===== config.mk =====
export PLATFORM = sky130hd
export DESIGN_NAME = iaf_accept
export DESIGN_NICKNAME = d
export VERILOG_FILES = /design/src/iaf_pkg.sv /design/src/iaf_accept.sv /design/src/iaf_resolver.sv /design/src/iaf_sync.sv
export SDC_FILE = /design/constraint.sdc
export NUM_CORES = 1
export LEC_CHECK = 0
export BUFFER_PORTS_ARGS = -buffer_cell sky130_fd_sc_hd__buf_2
export CAP_MARGIN = 20
export CORE_UTILIZATION = 50
export DETAILED_ROUTE_END_ITERATION = 8
export HOLD_SLACK_MARGIN = 0.12
export PLACE_DENSITY = 0.76
export SYNTH_ARGS = -nofsm -noshare
export SYNTH_HDL_FRONTEND = slang
export SYNTH_SLANG_ARGS = --single-unit

===== constraint.sdc =====
create_clock -name sys_clk_i -period 2.5 [get_ports sys_clk_i]
set_input_delay 0.25 -clock sys_clk_i [delete_from_list [all_inputs] [get_ports sys_clk_i]]
set_output_delay 0.25 -clock sys_clk_i [all_outputs]
set_load 0.02 [all_outputs]

===== src/iaf_pkg.sv =====
package iaf_pkg;
  localparam int IAF_LVL_W = 3;
  localparam int IAF_SRC_EXT = 5;
  localparam int IAF_SRC_INT = 23;
  localparam int IAF_SRC_SW = 4;
  localparam int IAF_SRC_N = 32;
  localparam int IAF_SRC_W = 5;
  localparam logic [5:0] IAF_TRAP_MAX = 6'h1f;
  // Flag register field positions
  localparam int IAF_POS_EN = 6;
  localparam int IAF_POS_SEL = 7;
  localparam int IAF_POS_RSV = 11;
  localparam int IAF_POS_LVL = 12;
  localparam int IAF_FLG_W = 16;
  // Register addresses on the plain port
  localparam logic [1:0] IAF_ADR_FLG = 2'h0;
  localparam logic [1:0] IAF_ADR_SAVED = 2'h1;
  localparam logic [1:0] IAF_ADR_STAT = 2'h2;
  // Reset values
  localparam logic IAF_RST_EN = 1'h0;
  localparam logic IAF_RST_SEL = 1'h0;
  localparam logic [2:0] IAF_RST_LVL = 3'h0;

  typedef struct packed {
    logic [IAF_LVL_W-1:0] lvl;
    logic sel;
    logic en;
  } iaf_flags_t;

  typedef struct packed {
    logic valid;
    logic [IAF_SRC_W-1:0] src;
    logic [IAF_LVL_W-1:0] lvl;
  } iaf_req_t;
endpackage : iaf_pkg


===== src/iaf_accept.sv =====
// Summary of operation
// - Maskable requests blocked while enable flag is 0, considered at 1.
// - Enable flag cleared automatically on every acknowledged request.
// - Stack select 0 picks handler stack pointer, 1 picks task pointer.
// - Stack select cleared when a hardware request is acknowledged.
// - Stack select also cleared by software trap with vector 0 to 31.
// - Three-bit processor priority threshold holds levels 0 to 7.
// - A request is eligible only if its level exceeds the threshold.
// - Reserved flag bit should be written 0; its read value is undefined.
// - Seven selectable request levels compared against the threshold.
// - Sources: five external, twenty-three internal, four software.
`timescale 1ns/1ns
`default_nettype none
module iaf_accept
  import iaf_pkg::*;
(
  input wire logic sys_clk_i,
  input wire logic rstn_i,
  // External request pins, asynchronous
  input wire logic [IAF_SRC_EXT-1:0] ext_req_i,
  input wire logic [IAF_SRC_EXT*IAF_LVL_W-1:0] ext_lvl_i,
  // Internal peripheral requests, same clock
  input wire logic [IAF_SRC_INT-1:0] int_req_i,
  input wire logic [IAF_SRC_INT*IAF_LVL_W-1:0] int_lvl_i,
  // Software trap from the sequencer
  input wire logic trap_i,
  input wire logic [5:0] trap_vec_i,
  // Sequencer handshake
  input wire logic ack_i,
  input wire logic ret_i,
  // Register port
  input wire logic [1:0] reg_addr_i,
  input wire logic [IAF_FLG_W-1:0] reg_wdata_i,
  input wire logic reg_wr_i,
  input wire logic reg_rd_i,
  output logic [IAF_FLG_W-1:0] reg_rdata_o,
  // To sequencer
  output logic irq_o,
  output logic [IAF_SRC_W-1:0] irq_src_o,
  output logic [IAF_LVL_W-1:0] irq_lvl_o,
  output logic stack_sel_o,
  output logic mask_gate_o,
  output logic [IAF_LVL_W-1:0] cpu_level_threshold_o
);
  localparam int NSW = IAF_SRC_EXT + IAF_SRC_INT;

  logic rst_meta;
  logic rstn_sync;
  logic [IAF_SRC_EXT-1:0] ext_sync;
  logic [IAF_SRC_EXT*IAF_LVL_W-1:0] ext_lvl_sync;

  iaf_flags_t flags;
  iaf_flags_t next_flags;
  iaf_flags_t saved;
  iaf_flags_t next_saved;
  logic rsv;
  logic next_rsv;
  logic [IAF_SRC_SW-1:0] sw_pend;
  logic [IAF_SRC_SW-1:0] next_sw_pend;
  logic [IAF_FLG_W-1:0] next_rdata;
  logic next_irq;
  logic [IAF_SRC_W-1:0] next_irq_src;
  logic [IAF_LVL_W-1:0] next_irq_lvl;

  logic [IAF_SRC_N-1:0] pend;
  logic [IAF_SRC_N*IAF_LVL_W-1:0] lvls;
  iaf_req_t win;
  logic hw_ack;

  // Reset release through two flops
  always_ff @(posedge sys_clk_i or negedge rstn_i) begin
    if (!rstn_i) begin
      rst_meta <= 1'b0;
      rstn_sync <= 1'b0;
    end else begin
      rst_meta <= 1'b1;
      rstn_sync <= rst_meta;
    end
  end

  // Pins are asynchronous, so levels and requests are both synchronised
  iaf_sync #(
    .W(IAF_SRC_EXT)
  ) u_sync_req (
    .sys_clk_i(sys_clk_i),
    .rstn_i(rstn_sync),
    .d_i(ext_req_i),
    .q_o(ext_sync)
  );

  iaf_sync #(
    .W(IAF_SRC_EXT * IAF_LVL_W)
  ) u_sync_lvl (
    .sys_clk_i(sys_clk_i),
    .rstn_i(rstn_sync),
    .d_i(ext_lvl_i),
    .q_o(ext_lvl_sync)
  );

  // Software sources use fixed level 7 so only an CPU_LEVEL_THRESHOLD of 7 hides them
  always_comb begin
    pend = {sw_pend, int_req_i, ext_sync};
    lvls = {{IAF_SRC_SW{3'h7}}, int_lvl_i, ext_lvl_sync};
    pend[NSW-1:0] = pend[NSW-1:0] & {NSW{flags.en}};
  end

  iaf_resolver #(
    .N(IAF_SRC_N)
  ) u_res (
    .pend_i(pend),
    .lvl_i(lvls),
    .thr_i(flags.lvl),
    .win_o(win)
  );

  assign hw_ack = ack_i && irq_o && (irq_src_o < IAF_SRC_W'(NSW));

  // Flag register; hardware events take priority over software writes
  always_comb begin
    next_flags = flags;
    next_saved = saved;
    next_rsv = rsv;
    next_sw_pend = sw_pend;
    if (reg_wr_i && reg_addr_i == IAF_ADR_FLG) begin
      next_flags.en = reg_wdata_i[IAF_POS_EN];
      next_flags.sel = reg_wdata_i[IAF_POS_SEL];
      next_flags.lvl = reg_wdata_i[IAF_POS_LVL +: IAF_LVL_W];
      next_rsv = reg_wdata_i[IAF_POS_RSV];
    end
    if (ret_i) begin
      next_flags = saved;
    end
    if (ack_i && irq_o) begin
      next_saved = flags;
      next_flags.en = 1'b0;
      if (hw_ack) begin
        next_flags.sel = 1'b0;
      end else begin
        next_sw_pend[2'(irq_src_o - IAF_SRC_W'(NSW))] = 1'b0;
      end
    end
    if (trap_i && trap_vec_i <= IAF_TRAP_MAX) begin
      next_saved = flags;
      next_flags.sel = 1'b0;
    end
    // Set after the ack clear, so a new software request is never lost
    if (reg_wr_i && reg_addr_i == IAF_ADR_STAT) begin
      next_sw_pend = next_sw_pend | reg_wdata_i[IAF_SRC_SW-1:0];
    end
  end

  // Request presented to the sequencer, dropped on acknowledge
  always_comb begin
    next_irq = win.valid && !(ack_i && irq_o);
    next_irq_src = win.src;
    next_irq_lvl = win.lvl;
  end

  // Reserved bit reads back whatever was last written
  always_comb begin
    next_rdata = '0;
    if (reg_rd_i) begin
      case (reg_addr_i)
        IAF_ADR_FLG: begin
          next_rdata[IAF_POS_EN] = flags.en;
          next_rdata[IAF_POS_SEL] = flags.sel;
          next_rdata[IAF_POS_RSV] = rsv;
          next_rdata[IAF_POS_LVL +: IAF_LVL_W] = flags.lvl;
        end
        IAF_ADR_SAVED: begin
          next_rdata[IAF_POS_EN] = saved.en;
          next_rdata[IAF_POS_SEL] = saved.sel;
          next_rdata[IAF_POS_LVL +: IAF_LVL_W] = saved.lvl;
        end
        IAF_ADR_STAT: begin
          next_rdata[IAF_SRC_SW-1:0] = sw_pend;
          next_rdata[8 +: IAF_SRC_W] = win.src;
          next_rdata[15] = win.valid;
        end
        default: begin
          next_rdata = '0;
        end
      endcase
    end
  end

  always_ff @(posedge sys_clk_i or negedge rstn_sync) begin
    if (!rstn_sync) begin
      flags <= '{lvl: IAF_RST_LVL, sel: IAF_RST_SEL, en: IAF_RST_EN};
      saved <= '{lvl: IAF_RST_LVL, sel: IAF_RST_SEL, en: IAF_RST_EN};
      rsv <= 1'b0;
      sw_pend <= '0;
      reg_rdata_o <= '0;
      irq_o <= 1'b0;
      irq_src_o <= '0;
      irq_lvl_o <= '0;
      stack_sel_o <= 1'b0;
      mask_gate_o <= 1'b0;
      cpu_level_threshold_o <= '0;
    end else begin
      flags <= next_flags;
      saved <= next_saved;
      rsv <= next_rsv;
      sw_pend <= next_sw_pend;
      reg_rdata_o <= next_rdata;
      irq_o <= next_irq;
      irq_src_o <= next_irq_src;
      irq_lvl_o <= next_irq_lvl;
      // 0 handler_stack_pointer, 1 task_stack_pointer
      stack_sel_o <= next_flags.sel;
      mask_gate_o <= next_flags.en;
      cpu_level_threshold_o <= next_flags.lvl;
    end
  end
endmodule : iaf_accept
`default_nettype wire


===== src/iaf_resolver.sv =====
`timescale 1ns/1ns
`default_nettype none
module iaf_resolver
  import iaf_pkg::*;
#(
  parameter int N = IAF_SRC_N
) (
  input wire logic [N-1:0] pend_i,
  input wire logic [N*IAF_LVL_W-1:0] lvl_i,
  input wire logic [IAF_LVL_W-1:0] thr_i,
  output iaf_req_t win_o
);
  logic [N-1:0] elig;

  genvar g;
  generate
    for (g = 0; g < N; g++) begin : g_elig
      // Strictly above the threshold; level 0 can never win
      assign elig[g] = pend_i[g] &&
          (lvl_i[g*IAF_LVL_W +: IAF_LVL_W] > thr_i);
    end
  endgenerate

  // Highest level wins, lower index breaks ties
  always_comb begin
    win_o = '0;
    for (int i = N - 1; i >= 0; i--) begin
      if (elig[i] &&
          (!win_o.valid ||
           lvl_i[i*IAF_LVL_W +: IAF_LVL_W] >= win_o.lvl)) begin
        win_o.valid = 1'b1;
        win_o.src = IAF_SRC_W'(i);
        win_o.lvl = lvl_i[i*IAF_LVL_W +: IAF_LVL_W];
      end
    end
  end
endmodule : iaf_resolver
`default_nettype wire


===== src/iaf_sync.sv =====
`timescale 1ns/1ns
`default_nettype none
module iaf_sync #(
  parameter int W = 1
) (
  input wire logic sys_clk_i,
  input wire logic rstn_i,
  input wire logic [W-1:0] d_i,
  output logic [W-1:0] q_o
);
  logic [W-1:0] meta;
  logic [W-1:0] next_meta;
  logic [W-1:0] next_q;

  always_comb begin
    next_meta = d_i;
    next_q = meta;
  end

  always_ff @(posedge sys_clk_i or negedge rstn_i) begin
    if (!rstn_i) begin
      meta <= '0;
      q_o <= '0;
    end else begin
      meta <= next_meta;
      q_o <= next_q;
    end
  end
endmodule : iaf_sync
`default_nettype wire

* After elaboration in Yosys (flattened, before gate mapping)
Cells that the tools add are included.
** Cells by class
- Order comparisons :: 64
- Equality and inequality tests :: 2
- Bitwise gates (word level) :: 4
- Add/sub/neg operators :: 1
- Reduce and logical (&&, ||, !) cells :: 137
- Muxes and demuxes :: 52
** Operator list (count)
- two-way mux 9 bit :: 32
- >= comparator 3 bit :: 28
- > comparator 3 bit :: 28
- logical AND 1 bit :: 70
- logical NOT 1 bit :: 32
- logical OR 1 bit :: 31
- bitwise AND 28 bit :: 1
- two-way mux 5 bit :: 4
- two-way mux 16 bit :: 1
- two-way mux 4 bit :: 4
- >= comparator 3 bit, first input constant :: 3
- case mux 2 bit (2 select lines) :: 2
- less-or-equal comparator 6 x 5 -> 1 bit, second input constant :: 1
- < comparator 5 bit, second input constant :: 1
- bitwise AND 4 bit :: 1
- two-way mux 1 bit :: 4
- inverter 4 bit :: 1
- OR 4 bit :: 1
- nonzero test 2 bit :: 2
- > comparator 3 bit, first input constant :: 1
- < comparator 2 x 3 -> 1 bit, second input constant :: 1
- two-way mux 3 bit :: 1
- case mux 1 bit (3 select lines) :: 1
- nonzero test 3 bit :: 1
- other kinds (8) :: 8
** Word-level totals
- Word-level logic and storage cells :: 278
- Output and inout bits :: 30
- Flip-flop bits (word level) :: 82

* Logic depth before layout (Yosys ltp)
Gate-level depths: netlist of the first run.
- Depth in word-level cells :: 129
- Mapped depth :: 216
- Depth with buffers taken out :: 213

* Modules after synthesis
Synthesis of the first run repeated with hierarchy kept, for this count alone.
** Unflattened totals
- Cell total of the unflattened synthesis :: 1192
- Area, all modules :: 9872.0 um2
** By module, submodules not included
- iaf_resolver :: cells an instance 1003, instances 1, area an instance 7168.1 um2
- iaf_accept :: cells an instance 149, instances 1, area an instance 1702.9 um2
- iaf_sync (u_sync_lvl) :: cells an instance 30, instances 1, area an instance 750.7 um2
- iaf_sync (u_sync_req) :: cells an instance 10, instances 1, area an instance 250.2 um2

* Least setup slack after synthesis of the first run
Ideal clock, no wire load.
- Path type :: reg2reg
- Start point :: register flags[3] (netlist bit)
- End point :: register reg_rdata_o[11]
- Setup slack :: -36.324 ns
- Required time :: 2.434 ns
- Path buffers :: 3
- Arrival time :: 38.758 ns
- Cell stages (with the launch flop) :: 202
- Library setup time :: 0.066 ns
- Path through :: dfrtp_1 inv_1 ha_1 nor2b_1 o311a_1 and2_1 a22o_1 ha_1 nand2b_1 maj3_1 a211oi_1 nor2_1 mux2_2 ha_1 nand2b_1 nand3_1 a211oi_1 a31oi_1 [166 not listed] nand2_1 nand2_1 ha_1 nand2b_1 a21o_1 a21oi_1 a21o_1 nor2_1 a31oi_1 ha_1 nand2b_1 a21oi_1 nor2b_1 o31a_1 clkbuf_1 or2_2 nor4_2 a22o_1
** RTL lines
- start: declaration :: line iaf_accept.sv:52 : iaf_flags_t flags;
- start signal: assignment :: line iaf_accept.sv:189 : flags <= '{lvl: IAF_RST_LVL, sel: IAF_RST_SEL, en: IAF_RST_EN};
- start signal: assignment :: line iaf_accept.sv:201 : flags <= next_flags;
- end signal: assignment :: line iaf_accept.sv:205 : reg_rdata_o <= next_rdata;
- end: declaration :: line iaf_accept.sv:36 : output logic [IAF_FLG_W-1:0] reg_rdata_o,

==> flow_summary_export.csv, run 1 <==
group,metric,value,unit
clocking,clock_sinks,80,
logic_synthesis,yosysWarnings,0,
grt,overflow,0,
route,routed_via_density,6.46,
grt,grt_use_total,41.3,%
pwr,p_sw_share,44.6,%
outcome,violations,"negative setup slack",
route,post_drt_wl_per_cell,22.8,um
timing,timing_worst_slew_pin_value,0.997,ns
logic_synthesis,synth_top_area_share,21.7,%
grt,grt_pass1_vias,12335,
logic_synthesis,synth_cells,1108,
setup_path,worstSetupEndpointType,"flip-flop",
floorplanning,num_rows,49,
timing,fin_crit_sh,1520,%
route,vias,12987,
timing,holdWs,0.145,ns
pwr,switching_power,5.15,mW
logic_synthesis,synth_top_cell_by_area,"dfrtp_1",
outcome,status,"finished, violations left",
setup_path,path_class,"flip-flop to flip-flop",
layout,multi_input_area,8030,um^2
placed_design,pre_cts_ws,-34.14,ns
setup_path,max_stage_delay,0.58,ns
pwr,combPwrFrac,73.8,%
pwr,p_int,6.40,mW
hold_path,hold_path.class,"input port to flip-flop",
layout,drive_gt1_share,51.0,%
logic_synthesis,ys_types,95,
floorplanning,die_w,138,um
grt,grt_max_degree,79,
floorplanning,die_area,19000,um^2
route,dr.first_iter.drc_count,1490,
layout,antenna_cells,0,
setup_path,crit_required,2.77,ns
timing,hold_violations,0,
layout,area_growth,70.2,%
placed_design,hpwl,25800,um
clocking,cts_max_level,3,
setup_path,slowest_stage,"or4_4",
timing,drv_slew,0,
layout,nFillCells,889,
route,final_antenna_net_count,0,
grt,antenna_found_initial,2,
layout,final_nets,2063,
floorplanning,start_util,51.2,%
timing,period_needed,38.10,ns
clocking,cts_tree,"yes",
logic_synthesis,netlist_top_cells_area,"dfrtp_1, ha_1, a21oi_1, o21ai_0, nand2_1",
timing,setup_viol,15,
setup_path,worstSetupStartpointType,"flip-flop",
floorplanning,core,18000,um^2
floorplanning,ioPinCount,173,
clocking,cts.clk_slew.worst_paths,0.06,ns
pwr,vdd_drop_max,827,uV
pwr,seqPwrFrac,14.7,%
route,drtPass1Iterations,8,
timing,setup_tns,-513.32,ns
floorplanning,dieHeight,138,um
logic_synthesis,synthFlopType,"dfrtp_1",
clocking,cts-buffers-inserted,9,
logic_synthesis,synthMostInstantiatedCell,"ha_1",
logic_synthesis,ys_seq_area_share,21.7,%
pwr,p_leak,7.82,nW
logic_synthesis,synth_edf_count,0,
clocking,clockBufferDepth,2,
route,routed_wl,45900,um
setup_path,arrival,38.37,ns
setup_path,crit_path_frequent_cell,"ha_1",
pwr,pwr_density_cell,736,nW/um^2
logic_synthesis,post_synth_instance_area,9220,um^2
pwr,pwr-share-clk,11.5,%
timing,skew,0.00849,ns
clocking,cts_root_buf,"clkbuf_16",
clocking,clkLatencyLatePin,0.35,ns
grt,grt_pass1_wl,60400,um
timing,setup_ws,-35.60,ns
logic_synthesis,ys_async_sr_fraction,100,%
placed_design,gp_congestion,0.973,
timing,relSlewSlack,33.5,%
logic_synthesis,synth.avg_cell_area,8.32,um^2
timing,fmax,26.2,MHz
logic_synthesis,synth-seq-cells,80,
layout,regArea,2010,um^2
route,drc,0,
run,drv_cap,0,
pwr,power,11.5,mW
logic_synthesis,synth_common_cells,"ha_1, nand2_1, inv_1",
setup_path,cp_max_fo,5,
timing,grt_setup_unrepaired,"yes",
placed_design,portBuffers,159,
==> stage by stage <==
| step | cell area, um^2 | std cells | utilization [%] |
|---|---|---|---|
| 2_1_floorplan | 9970 | 1109 | - |
| 3_3_place_gp | 14000 | 1888 | 77.7 |
| 3_5_place_dp | 14000 | 1888 | 77.7 |
| 4_1_cts | 15200 | 1983 | 84.5 |
| 5_1_grt | 15700 | 2011 | 87.1 |
| 6_report | 15700 | 2011 | 87.1 |
==> power by group through the flow <==
stage / clock network, mW / logic [mW] / registers (mW)
floorplan: 0 / 3.83 / 1.80
CTS: 1.29 / 7.42 / 1.66
finish: 1.33 / 8.52 / 1.70
global route: 1.37 / 9.03 / 1.71
global placement: 0 / 6.39 / 1.66
detailed placement: 0 / 6.74 / 1.67
==> cell usage in the layout, fill, tap and decap left out, types with 8 or more instances in the layout <==
cell type	count
a31oi_1	18
nand2_2	12
ha_1	128
o21a_1	22
a211oi_1	10
mux2_2	8
clkbuf_16	9
buf_4	490
nor3_1	12
inv_1	77
nor2_1	47
and3_1	11
dlygate4sd3_1	21
o21ai_1	15
o21ai_0	40
o2111ai_1	8
or2_2	8
a21oi_2	19
nand2b_4	25
a21o_1	26
nand4_1	8
a211oi_2	8
mux2i_1	11
a21oi_1	46
o21ai_2	13
o211ai_1	21
or2_4	8
nand3_1	39
nand2b_1	9
a311oi_1	12
and2_1	10
ha_4	11
dfrtp_1	76
nand2_1	73
nor2b_1	29
buf_2	160
==> cells by family (layout without fill, tap and decap cells) <==
| family | Yosys count | count (layout) | share of synthesized area, % |
|---|---|---|---|
| and+or+nand+nor | 360 | 360 | 20.7 |
| muxes | 25 | 25 | 2.90 |
| adders and majority gates | 145 | 145 | 19.6 |
| other | 2 | 3 | 0.0814 |
| buffers and inverters | 102 | 775 | 4.56 |
| DFF | 80 | 80 | 21.7 |
| AOI/OAI and AO/OA | 394 | 394 | 30.4 |
==> state kept, by name, summed over array words and instances (netlist names), 3 cells and up <==
register         count
flags                5
sw_pend              4
u_sync_lvl.q_o      15
reg_rdata_o         14
u_sync_req.meta      5
u_sync_req.q_o       5
irq_src_o            5
irq_lvl_o            3
saved                5
u_sync_lvl.meta     15
==> critical path: cells and delay by family, from the launching register on <==
kind | cells | cell delay (ns)
AO/OA/AOI/OAI | 92 | 16.23
AND/OR/NAND/NOR | 63 | 9.49
multiplexers | 5 | 1.55
flip-flops | 1 | 0.38
adder cells (fa/ha/maj) | 31 | 8.48
buffers and inverters | 15 | 1.77
==> routing by layer <==
metal  share of wire [%]  global-route usage [%]  vias to the layer above  routed length [um]
li1                    -                       -                     5555                   -
met1                  35                    45.1                     6036               15900
met2                  48                    73.9                      999               21800
met3                 9.5                    8.87                      397                4350
met4                 8.4                    23.2                        0                3860
met5                   0                       0                        -                   0
==> path summary, 6_finish.rpt <==
kind / from / to / slack (ns) / cells past startpoint
max: sw_pend[0]$_DFF_PN0_ / reg_rdata_o[12]$_DFF_PN0_ / -35.60 / 206
min: reg_wdata_i[2] / sw_pend[2]$_DFF_PN0_ / 0.14 / 3
max reg2reg: sw_pend[0]$_DFF_PN0_ / reg_rdata_o[12]$_DFF_PN0_ / -35.60 / 206
min reg2reg: u_sync_lvl.meta[4]$_DFF_PN0_ / u_sync_lvl.q_o[4]$_DFF_PN0_ / 0.35 / 0
max in group asynchronous: rstn_sync$_DFF_PN0_ / flags[2]$_DFFE_PN0P_ / 1.30 / 0
min in group asynchronous: rstn_i / rstn_sync$_DFF_PN0_ / 0.25 / 2
==> cell type report <==
type                       count  share of cell area [%]
clock buffer                  12                    1.57
clock inverter                 3                   0.271
inverter                      82                    2.02
multi-input combinational    927                    51.1
sequential                    80                    12.8
tap                          229                    1.83
timing repair buffer         678                    30.4
==> what timing repair did <==
action | in CTS | in global routing
hold buffers | 21 | 0
endpoints found under the hold margin | 22 | 0
gates resized for setup | 70 | 49
setup endpoints to repair | 15 | 15
setup buffers | 59 | 27
gates cloned | 0 | 0
pin swaps | 110 | 60
(Power assumes the default switching activity.)
==> inputs of run 2 (changes only) <==
--- a/config.mk
+++ b/config.mk
@@ -7,10 +7,11 @@
 export LEC_CHECK = 0
 export BUFFER_PORTS_ARGS = -buffer_cell sky130_fd_sc_hd__buf_2
 export CAP_MARGIN = 20
-export CORE_UTILIZATION = 50
+export CORE_ASPECT_RATIO = 0.7
+export CORE_UTILIZATION = 35
+export CTS_CLUSTER_SIZE = 28
 export DETAILED_ROUTE_END_ITERATION = 8
 export HOLD_SLACK_MARGIN = 0.12
-export PLACE_DENSITY = 0.76
 export SYNTH_ARGS = -nofsm -noshare
 export SYNTH_HDL_FRONTEND = slang
 export SYNTH_SLANG_ARGS = --single-unit
==> run 2 against run 1 <==
  * The run still ends with negative setup slack left
  * Clock skew about the same
  * Routed wire length decreased by 19%
  * Core utilization decreased by 23 points
  * Via count decreased by 11%
  * Die area increased by 42%
  * Total power decreased by 2.3%
  * Global-route usage decreased by 15 points
  * Non-clock buffer count increased by 61
  * Critical path depth increased by 6
  * First-iteration DRC count decreased by 53%
  * Clock power increased by 14%
  * Critical endpoint is now reg_rdata_o[9]$_DFF_PN0_
  * Critical path type unchanged
==> flow_summary_export.csv, run 2 (synthesized netlist as in run 1, its figures left out) <==
group,metric,value,unit
layout,regArea,2010,um^2
setup_path,cp_top_family,"compound AO/OA/AOI/OAI gates",
setup_path,ff2ff_setup_slack,-33.91,ns
setup_path,worstSetupStartpointType,"flip-flop",
floorplanning,core,25700,um^2
grt,antenna_found_initial,3,
setup_path,worstReg2RegStart,"sw_pend[0]$_DFF_PN0_",
clocking,clock_sinks,80,
timing,grt_setup_unrepaired,"yes",
layout,final_util,63.6,%
grt,overflow,0,
setup_path,slowest_stage,"or4_4",
clocking,cts_max_level,3,
layout,fin_area,16400,um^2
floorplanning,die_w,196,um
timing,fmax,27.5,MHz
clocking,clkLatencyLatePin,0.34,ns
setup_path,path_class,"flip-flop to flip-flop",
floorplanning,start_util,35.8,%
timing,relSlewSlack,43.1,%
grt,grt_pass1_vias,11388,
timing,hold_violations,0,
setup_path,worstReg2RegEnd,"reg_rdata_o[9]$_DFF_PN0_",
clocking,cts.clk_slew.worst_paths,0.06,ns
hold_path,hold_path.class,"input port to flip-flop",
pwr,pwr_density_cell,689,nW/um^2
floorplanning,dieHeight,138,um
placed_design,hpwl,27500,um
route,dr.first_iter.drc_count,695,
setup_path,cp_max_fo,6,
layout,final_nets,2124,
floorplanning,num_rows,49,
placed_design,portBuffers,159,
grt,grt_max_degree,43,
route,drtPass1Iterations,5,
clocking,cts_tree,"yes",
route,post_drt_wl_per_cell,17.0,um
route,drc,0,
layout,multi_input_area,8030,um^2
timing,setup_tns,-490.50,ns
timing,timing_worst_slew_pin_value,0.848,ns
layout,area_growth,77.6,%
timing,skew,0.00856,ns
setup_path,max_stage_delay,0.56,ns
hold_path,hold_path_depth,2,
floorplanning,die_area,27000,um^2
route,routed_wl,37000,um
timing,drv_slew,0,
layout,final_cell_mix,"buf_4, buf_2, ha_1",
setup_path,worstSetupEndpointType,"flip-flop",
placed_design,gp_congestion,0.942,
layout,mostFrequentLayoutCell,"buf_4",
route,final_antenna_net_count,0,
hold_path,hold_path_end,"sw_pend[3]$_DFF_PN0_",
outcome,violations,"negative setup slack",
timing,fin_crit_sh,1460,%
pwr,vdd_drop_max,416,uV
timing,period_needed,36.41,ns
layout,nFillCells,2114,
clocking,cts_root_buf,"clkbuf_16",
clocking,cts-buffers-inserted,9,
pwr,p_leak,8.15,nW
hold_path,min-delay-start,"reg_wdata_i[3]",
run,drv_cap,0,
layout,largestRegisters,"u_sync_lvl.meta: 15 flops, u_sync_lvl.q_o: 15 flops, reg_rdata_o: 14 flops",
route,routed_via_density,5.31,
placed_design,place_area,14200,um^2
timing,setup_viol,15,
grt,grt_use_total,26.7,%
setup_path,r2r_cells,212,
setup_path,arrival,36.69,ns
setup_path,crit_path_frequent_cell,"nand2b_4",
floorplanning,ioPinCount,173,
setup_path,path_buf_inv,18,
timing,setup_ws,-33.91,ns
grt,grt_pass1_wl,57500,um
route,vias,11551,
setup_path,crit_required,2.78,ns
clocking,clockBufferDepth,2,
outcome,status,"finished, violations left",
layout,drive_gt1_share,52.5,%
run 2: per-stage QoR:
step,hold WS (ns),std cells,power [mW],worst slack (ns)
2_1_floorplan,-0.0456,1109,5.63,-33.48
3_3_place_gp,0.0356,2002,8.30,-33.19
3_5_place_dp,0.0362,2002,8.50,-34.00
4_1_cts,0.128,2131,10.8,-33.15
5_1_grt,0.150,2175,12.2,-35.84
6_report,0.141,2175,11.3,-33.91
run 2: routing by layer:
| metal | track usage (%) | part of all wire, % |
|---|---|---|
| met1 | 37.4 | 48 |
| met2 | 42.7 | 44 |
| met3 | 4.11 | 5.7 |
| met4 | 6.90 | 1.9 |
| met5 | 0 | 0.030 |
run 2: worst register-to-register path, delay by kind of cell (launching register included):
| kind | cells | cell delay (ns) |
|---|---|---|
| AOI/OAI and AO/OA | 94 | 16.39 |
| adders and majority gates | 30 | 7.59 |
| buffers and inverters | 18 | 1.90 |
| DFF | 1 | 0.38 |
| muxes | 5 | 1.59 |
| and+or+nand+nor | 65 | 8.52 |
run 2: how the worst max path moves through the flow:
stage | startpoint | endpoint | slack, ns | cells after the start
after CTS | sw_pend[2]$_DFF_PN0_ | reg_rdata_o[12]$_DFF_PN0_ | -33.15 | 208
after detailed placement | sw_pend[1]$_DFF_PN0_ | reg_rdata_o[12]$_DFF_PN0_ | -34.00 | 203
final | sw_pend[0]$_DFF_PN0_ | reg_rdata_o[9]$_DFF_PN0_ | -33.91 | 212
after global routing | sw_pend[0]$_DFF_PN0_ | irq_src_o[4]$_DFF_PN0_ | -35.84 | 210
after global placement | sw_pend[1]$_DFF_PN0_ | irq_src_o[4]$_DFF_PN0_ | -33.19 | 200
after floorplan | flags[3]$_DFFE_PN0P_ | reg_rdata_o[12]$_DFF_PN0_ | -33.48 | 206
run 2: report_power, final:
group          total [mW]  switching [mW]  internal [mW]  leakage [nW]
sequential           1.65           0.160           1.49         0.958
combinational        8.12            3.89           4.23          7.03
clock                1.52           0.538          0.979         0.166
run 2: repair_timing:
action                                 CTS  global route
gates cloned                             0             0
hold buffers                            21             0
buffers inserted                        93            43
setup endpoints to repair               15            15
endpoints found under the hold margin   22             0
resized for setup                       72            51
pin swaps                              118            71
run 2: layout make-up:
class,count,share of cell area (%)
multi-input cells,927,49.0
repair buffers,739,32.1
diodes,1,0.0153
flip-flops and latches,80,12.3
clock buffers,9,1.37
clock inverters,6,0.710
well taps,331,2.53
inverters,82,1.94
==> inputs of run 3 (changes only) <==
==> constraint.sdc (replaced) <==
create_clock -name sys_clk_i -period 2.5 [get_ports sys_clk_i]
set_input_delay 0 -clock sys_clk_i [delete_from_list [all_inputs] [get_ports sys_clk_i]]
set_output_delay 0 -clock sys_clk_i [all_outputs]
set_load 0.02 [all_outputs]
==> run 3 against run 2 <==
  * Final cell count grew 0.69%
  * The run still ends with negative setup slack left
  * Core utilization rose by 0.62 points
  * Via count grew 0.66%
  * Global-route usage up 0.18 points
  * First-iteration DRC count decreased by 2.7%
  * Sequential share of layout area shrank 0.12 points
  * Routed wire length up 0.76%
  * Register-to-register slack barely moved
  * Count of clock-buffer cells in the layout is the same
  * Largest cell class unchanged
  * Flip-flop and latch count unchanged
  * Final area is 0.98% higher
  * Total power up 0.25%
==> flow_summary_export.csv, run 3 (synthesized netlist as in run 1, its figures left out) <==
group,metric,value,unit
setup_path,arrival,36.70,ns
hold_path,min-delay-start,"reg_wdata_i[7]",
clocking,cts_max_level,3,
timing,relSlewSlack,43.2,%
clocking,cts-buffers-inserted,9,
layout,antenna_cells,0,
route,final_antenna_net_count,0,
outcome,status,"finished, violations left",
setup_path,worstReg2RegStart,"sw_pend[0]$_DFF_PN0_",
route,drc,0,
layout,fin_area,16500,um^2
grt,grt_max_degree,43,
placed_design,gp_congestion,0.942,
layout,final_cell_mix,"buf_4, buf_2, ha_1",
timing,skew,0.00879,ns
clocking,cts.clk_slew.worst_paths,0.07,ns
pwr,vdd_drop_max,427,uV
timing,grt_setup_unrepaired,"yes",
setup_path,worstSetupEndpointType,"flip-flop",
route,vias,11627,
layout,final_nets,2140,
clocking,clkLatencyLatePin,0.34,ns
route,dr.first_iter.drc_count,676,
grt,grt_use_total,26.9,%
setup_path,r2r_cells,212,
timing,timing_worst_slew_pin_value,0.847,ns
hold_path,hold_path.class,"input port to flip-flop",
pwr,pwr_density_cell,684,nW/um^2
route,routed_wl,37300,um
route,routed_via_density,5.31,
setup_path,worstReg2RegEnd,"reg_rdata_o[9]$_DFF_PN0_",
grt,antenna_found_initial,2,
grt,grt_pass1_vias,11476,
run,drv_cap,0,
placed_design,place_area,14200,um^2
timing,setup_viol,15,
timing,hold_violations,0,
placed_design,portBuffers,159,
layout,mostFrequentLayoutCell,"buf_4",
layout,drive_gt1_share,52.0,%
clocking,clockBufferDepth,2,
outcome,violations,"negative setup slack",
layout,largestRegisters,"u_sync_lvl.meta: 15 flops, u_sync_lvl.q_o: 15 flops, reg_rdata_o: 14 flops",
setup_path,crit_required,2.78,ns
floorplanning,die_w,196,um
timing,setup_ws,-33.92,ns
timing,fmax,27.5,MHz
hold_path,hold_path_end,"flags[1]$_DFF_PN0_",
clocking,cts_root_buf,"clkbuf_16",
timing,fin_crit_sh,1460,%
floorplanning,num_rows,49,
grt,overflow,0,
timing,drv_slew,0,
floorplanning,start_util,35.8,%
layout,nFillCells,2111,
hold_path,hold_path_depth,5,
route,drtPass1Iterations,6,
setup_path,cp_max_fo,6,
timing,period_needed,36.42,ns
setup_path,ff2ff_setup_slack,-33.92,ns
setup_path,max_stage_delay,0.56,ns
setup_path,slowest_stage,"or4_4",
floorplanning,core,25700,um^2
timing,setup_tns,-490.55,ns
setup_path,crit_path_frequent_cell,"nand2b_4",
setup_path,worstSetupStartpointType,"flip-flop",
floorplanning,dieHeight,138,um
setup_path,path_class,"flip-flop to flip-flop",
floorplanning,die_area,27000,um^2
layout,area_growth,79.3,%
clocking,cts_tree,"yes",
grt,grt_pass1_wl,58000,um
floorplanning,ioPinCount,173,
placed_design,hpwl,27500,um
route,post_drt_wl_per_cell,17.0,um
pwr,p_leak,8.22,nW
clocking,clock_sinks,80,
-- run 3: cell count changes in the layout (fill, tap and decap cells not counted), sizes merged --
cell	change
diode	-1
dlygate4sd3	+17
buf	-1
-- run 3: power breakdown --
group / internal [mW] / switching [mW] / total [mW]
Sequential: 1.49 / 0.161 / 1.65
Combinational: 4.25 / 3.90 / 8.14
Clock: 0.979 / 0.544 / 1.52
Total: 6.71 / 4.60 / 11.3
-- run 3: critical path, delay by kind of cell, from the launching register on --
family | cells | cell delay [ns]
DFF | 1 | 0.38
adders and majority gates | 30 | 7.57
AOI/OAI and AO/OA | 94 | 16.33
and+or+nand+nor | 65 | 8.55
buffers and inverters | 18 | 1.90
muxes | 5 | 1.58
-- run 3: per-layer routing --
metal / up-vias / global-route usage [%] / wire (um)
met5: - / 0 / 13
li1: 5709 / - / -
met3: 45 / 3.99 / 1930
met4: 2 / 6.77 / 645
met1: 5566 / 37.6 / 18000
met2: 305 / 43.3 / 16700
-- run 3: repair_timing --
item                                    CTS  global route
resized for setup                        72            51
setup buffers                            93            42
hold buffers                             38             0
endpoints found under the hold margin    42             0
pin swaps                               118            70
endpoints found under the setup margin   15            15
-- run 3: worst max-delay path by stage --
stage | start | endpoint
after floorplan | flags[3]$_DFFE_PN0P_ | reg_rdata_o[12]$_DFF_PN0_
after global placement | sw_pend[1]$_DFF_PN0_ | irq_src_o[4]$_DFF_PN0_
after detailed placement | sw_pend[1]$_DFF_PN0_ | reg_rdata_o[12]$_DFF_PN0_
after CTS | sw_pend[2]$_DFF_PN0_ | reg_rdata_o[12]$_DFF_PN0_
after global routing | sw_pend[0]$_DFF_PN0_ | irq_src_o[4]$_DFF_PN0_
final | sw_pend[0]$_DFF_PN0_ | reg_rdata_o[9]$_DFF_PN0_
-- run 3: layout make-up --
type,count,area (um^2),share of cell area (%)
Clock buffer,9,225,1.36
Sequential cell,80,2010,12.1
Timing Repair Buffer,755,5430,32.8
Inverter,82,318,1.92
Multi-Input combinational cell,927,8030,48.6
Clock inverter,6,116,0.704
Tap cell,331,414,2.50
-- run 3: through the flow --
step / std cells / total power [mW] / util (%) / hold slack, ns / setup slack, ns
detailed placement: 2002 / 8.50 / 55.3 / -0.214 / -34.00
finish: 2190 / 11.3 / 64.2 / 0.140 / -33.92
global route: 2190 / 12.2 / 64.2 / 0.153 / -35.84
floorplan: 1109 / 5.63 / - / -0.296 / -33.48
global placement: 2002 / 8.30 / 55.3 / -0.214 / -33.19
CTS: 2148 / 10.8 / 62.0 / 0.123 / -33.15
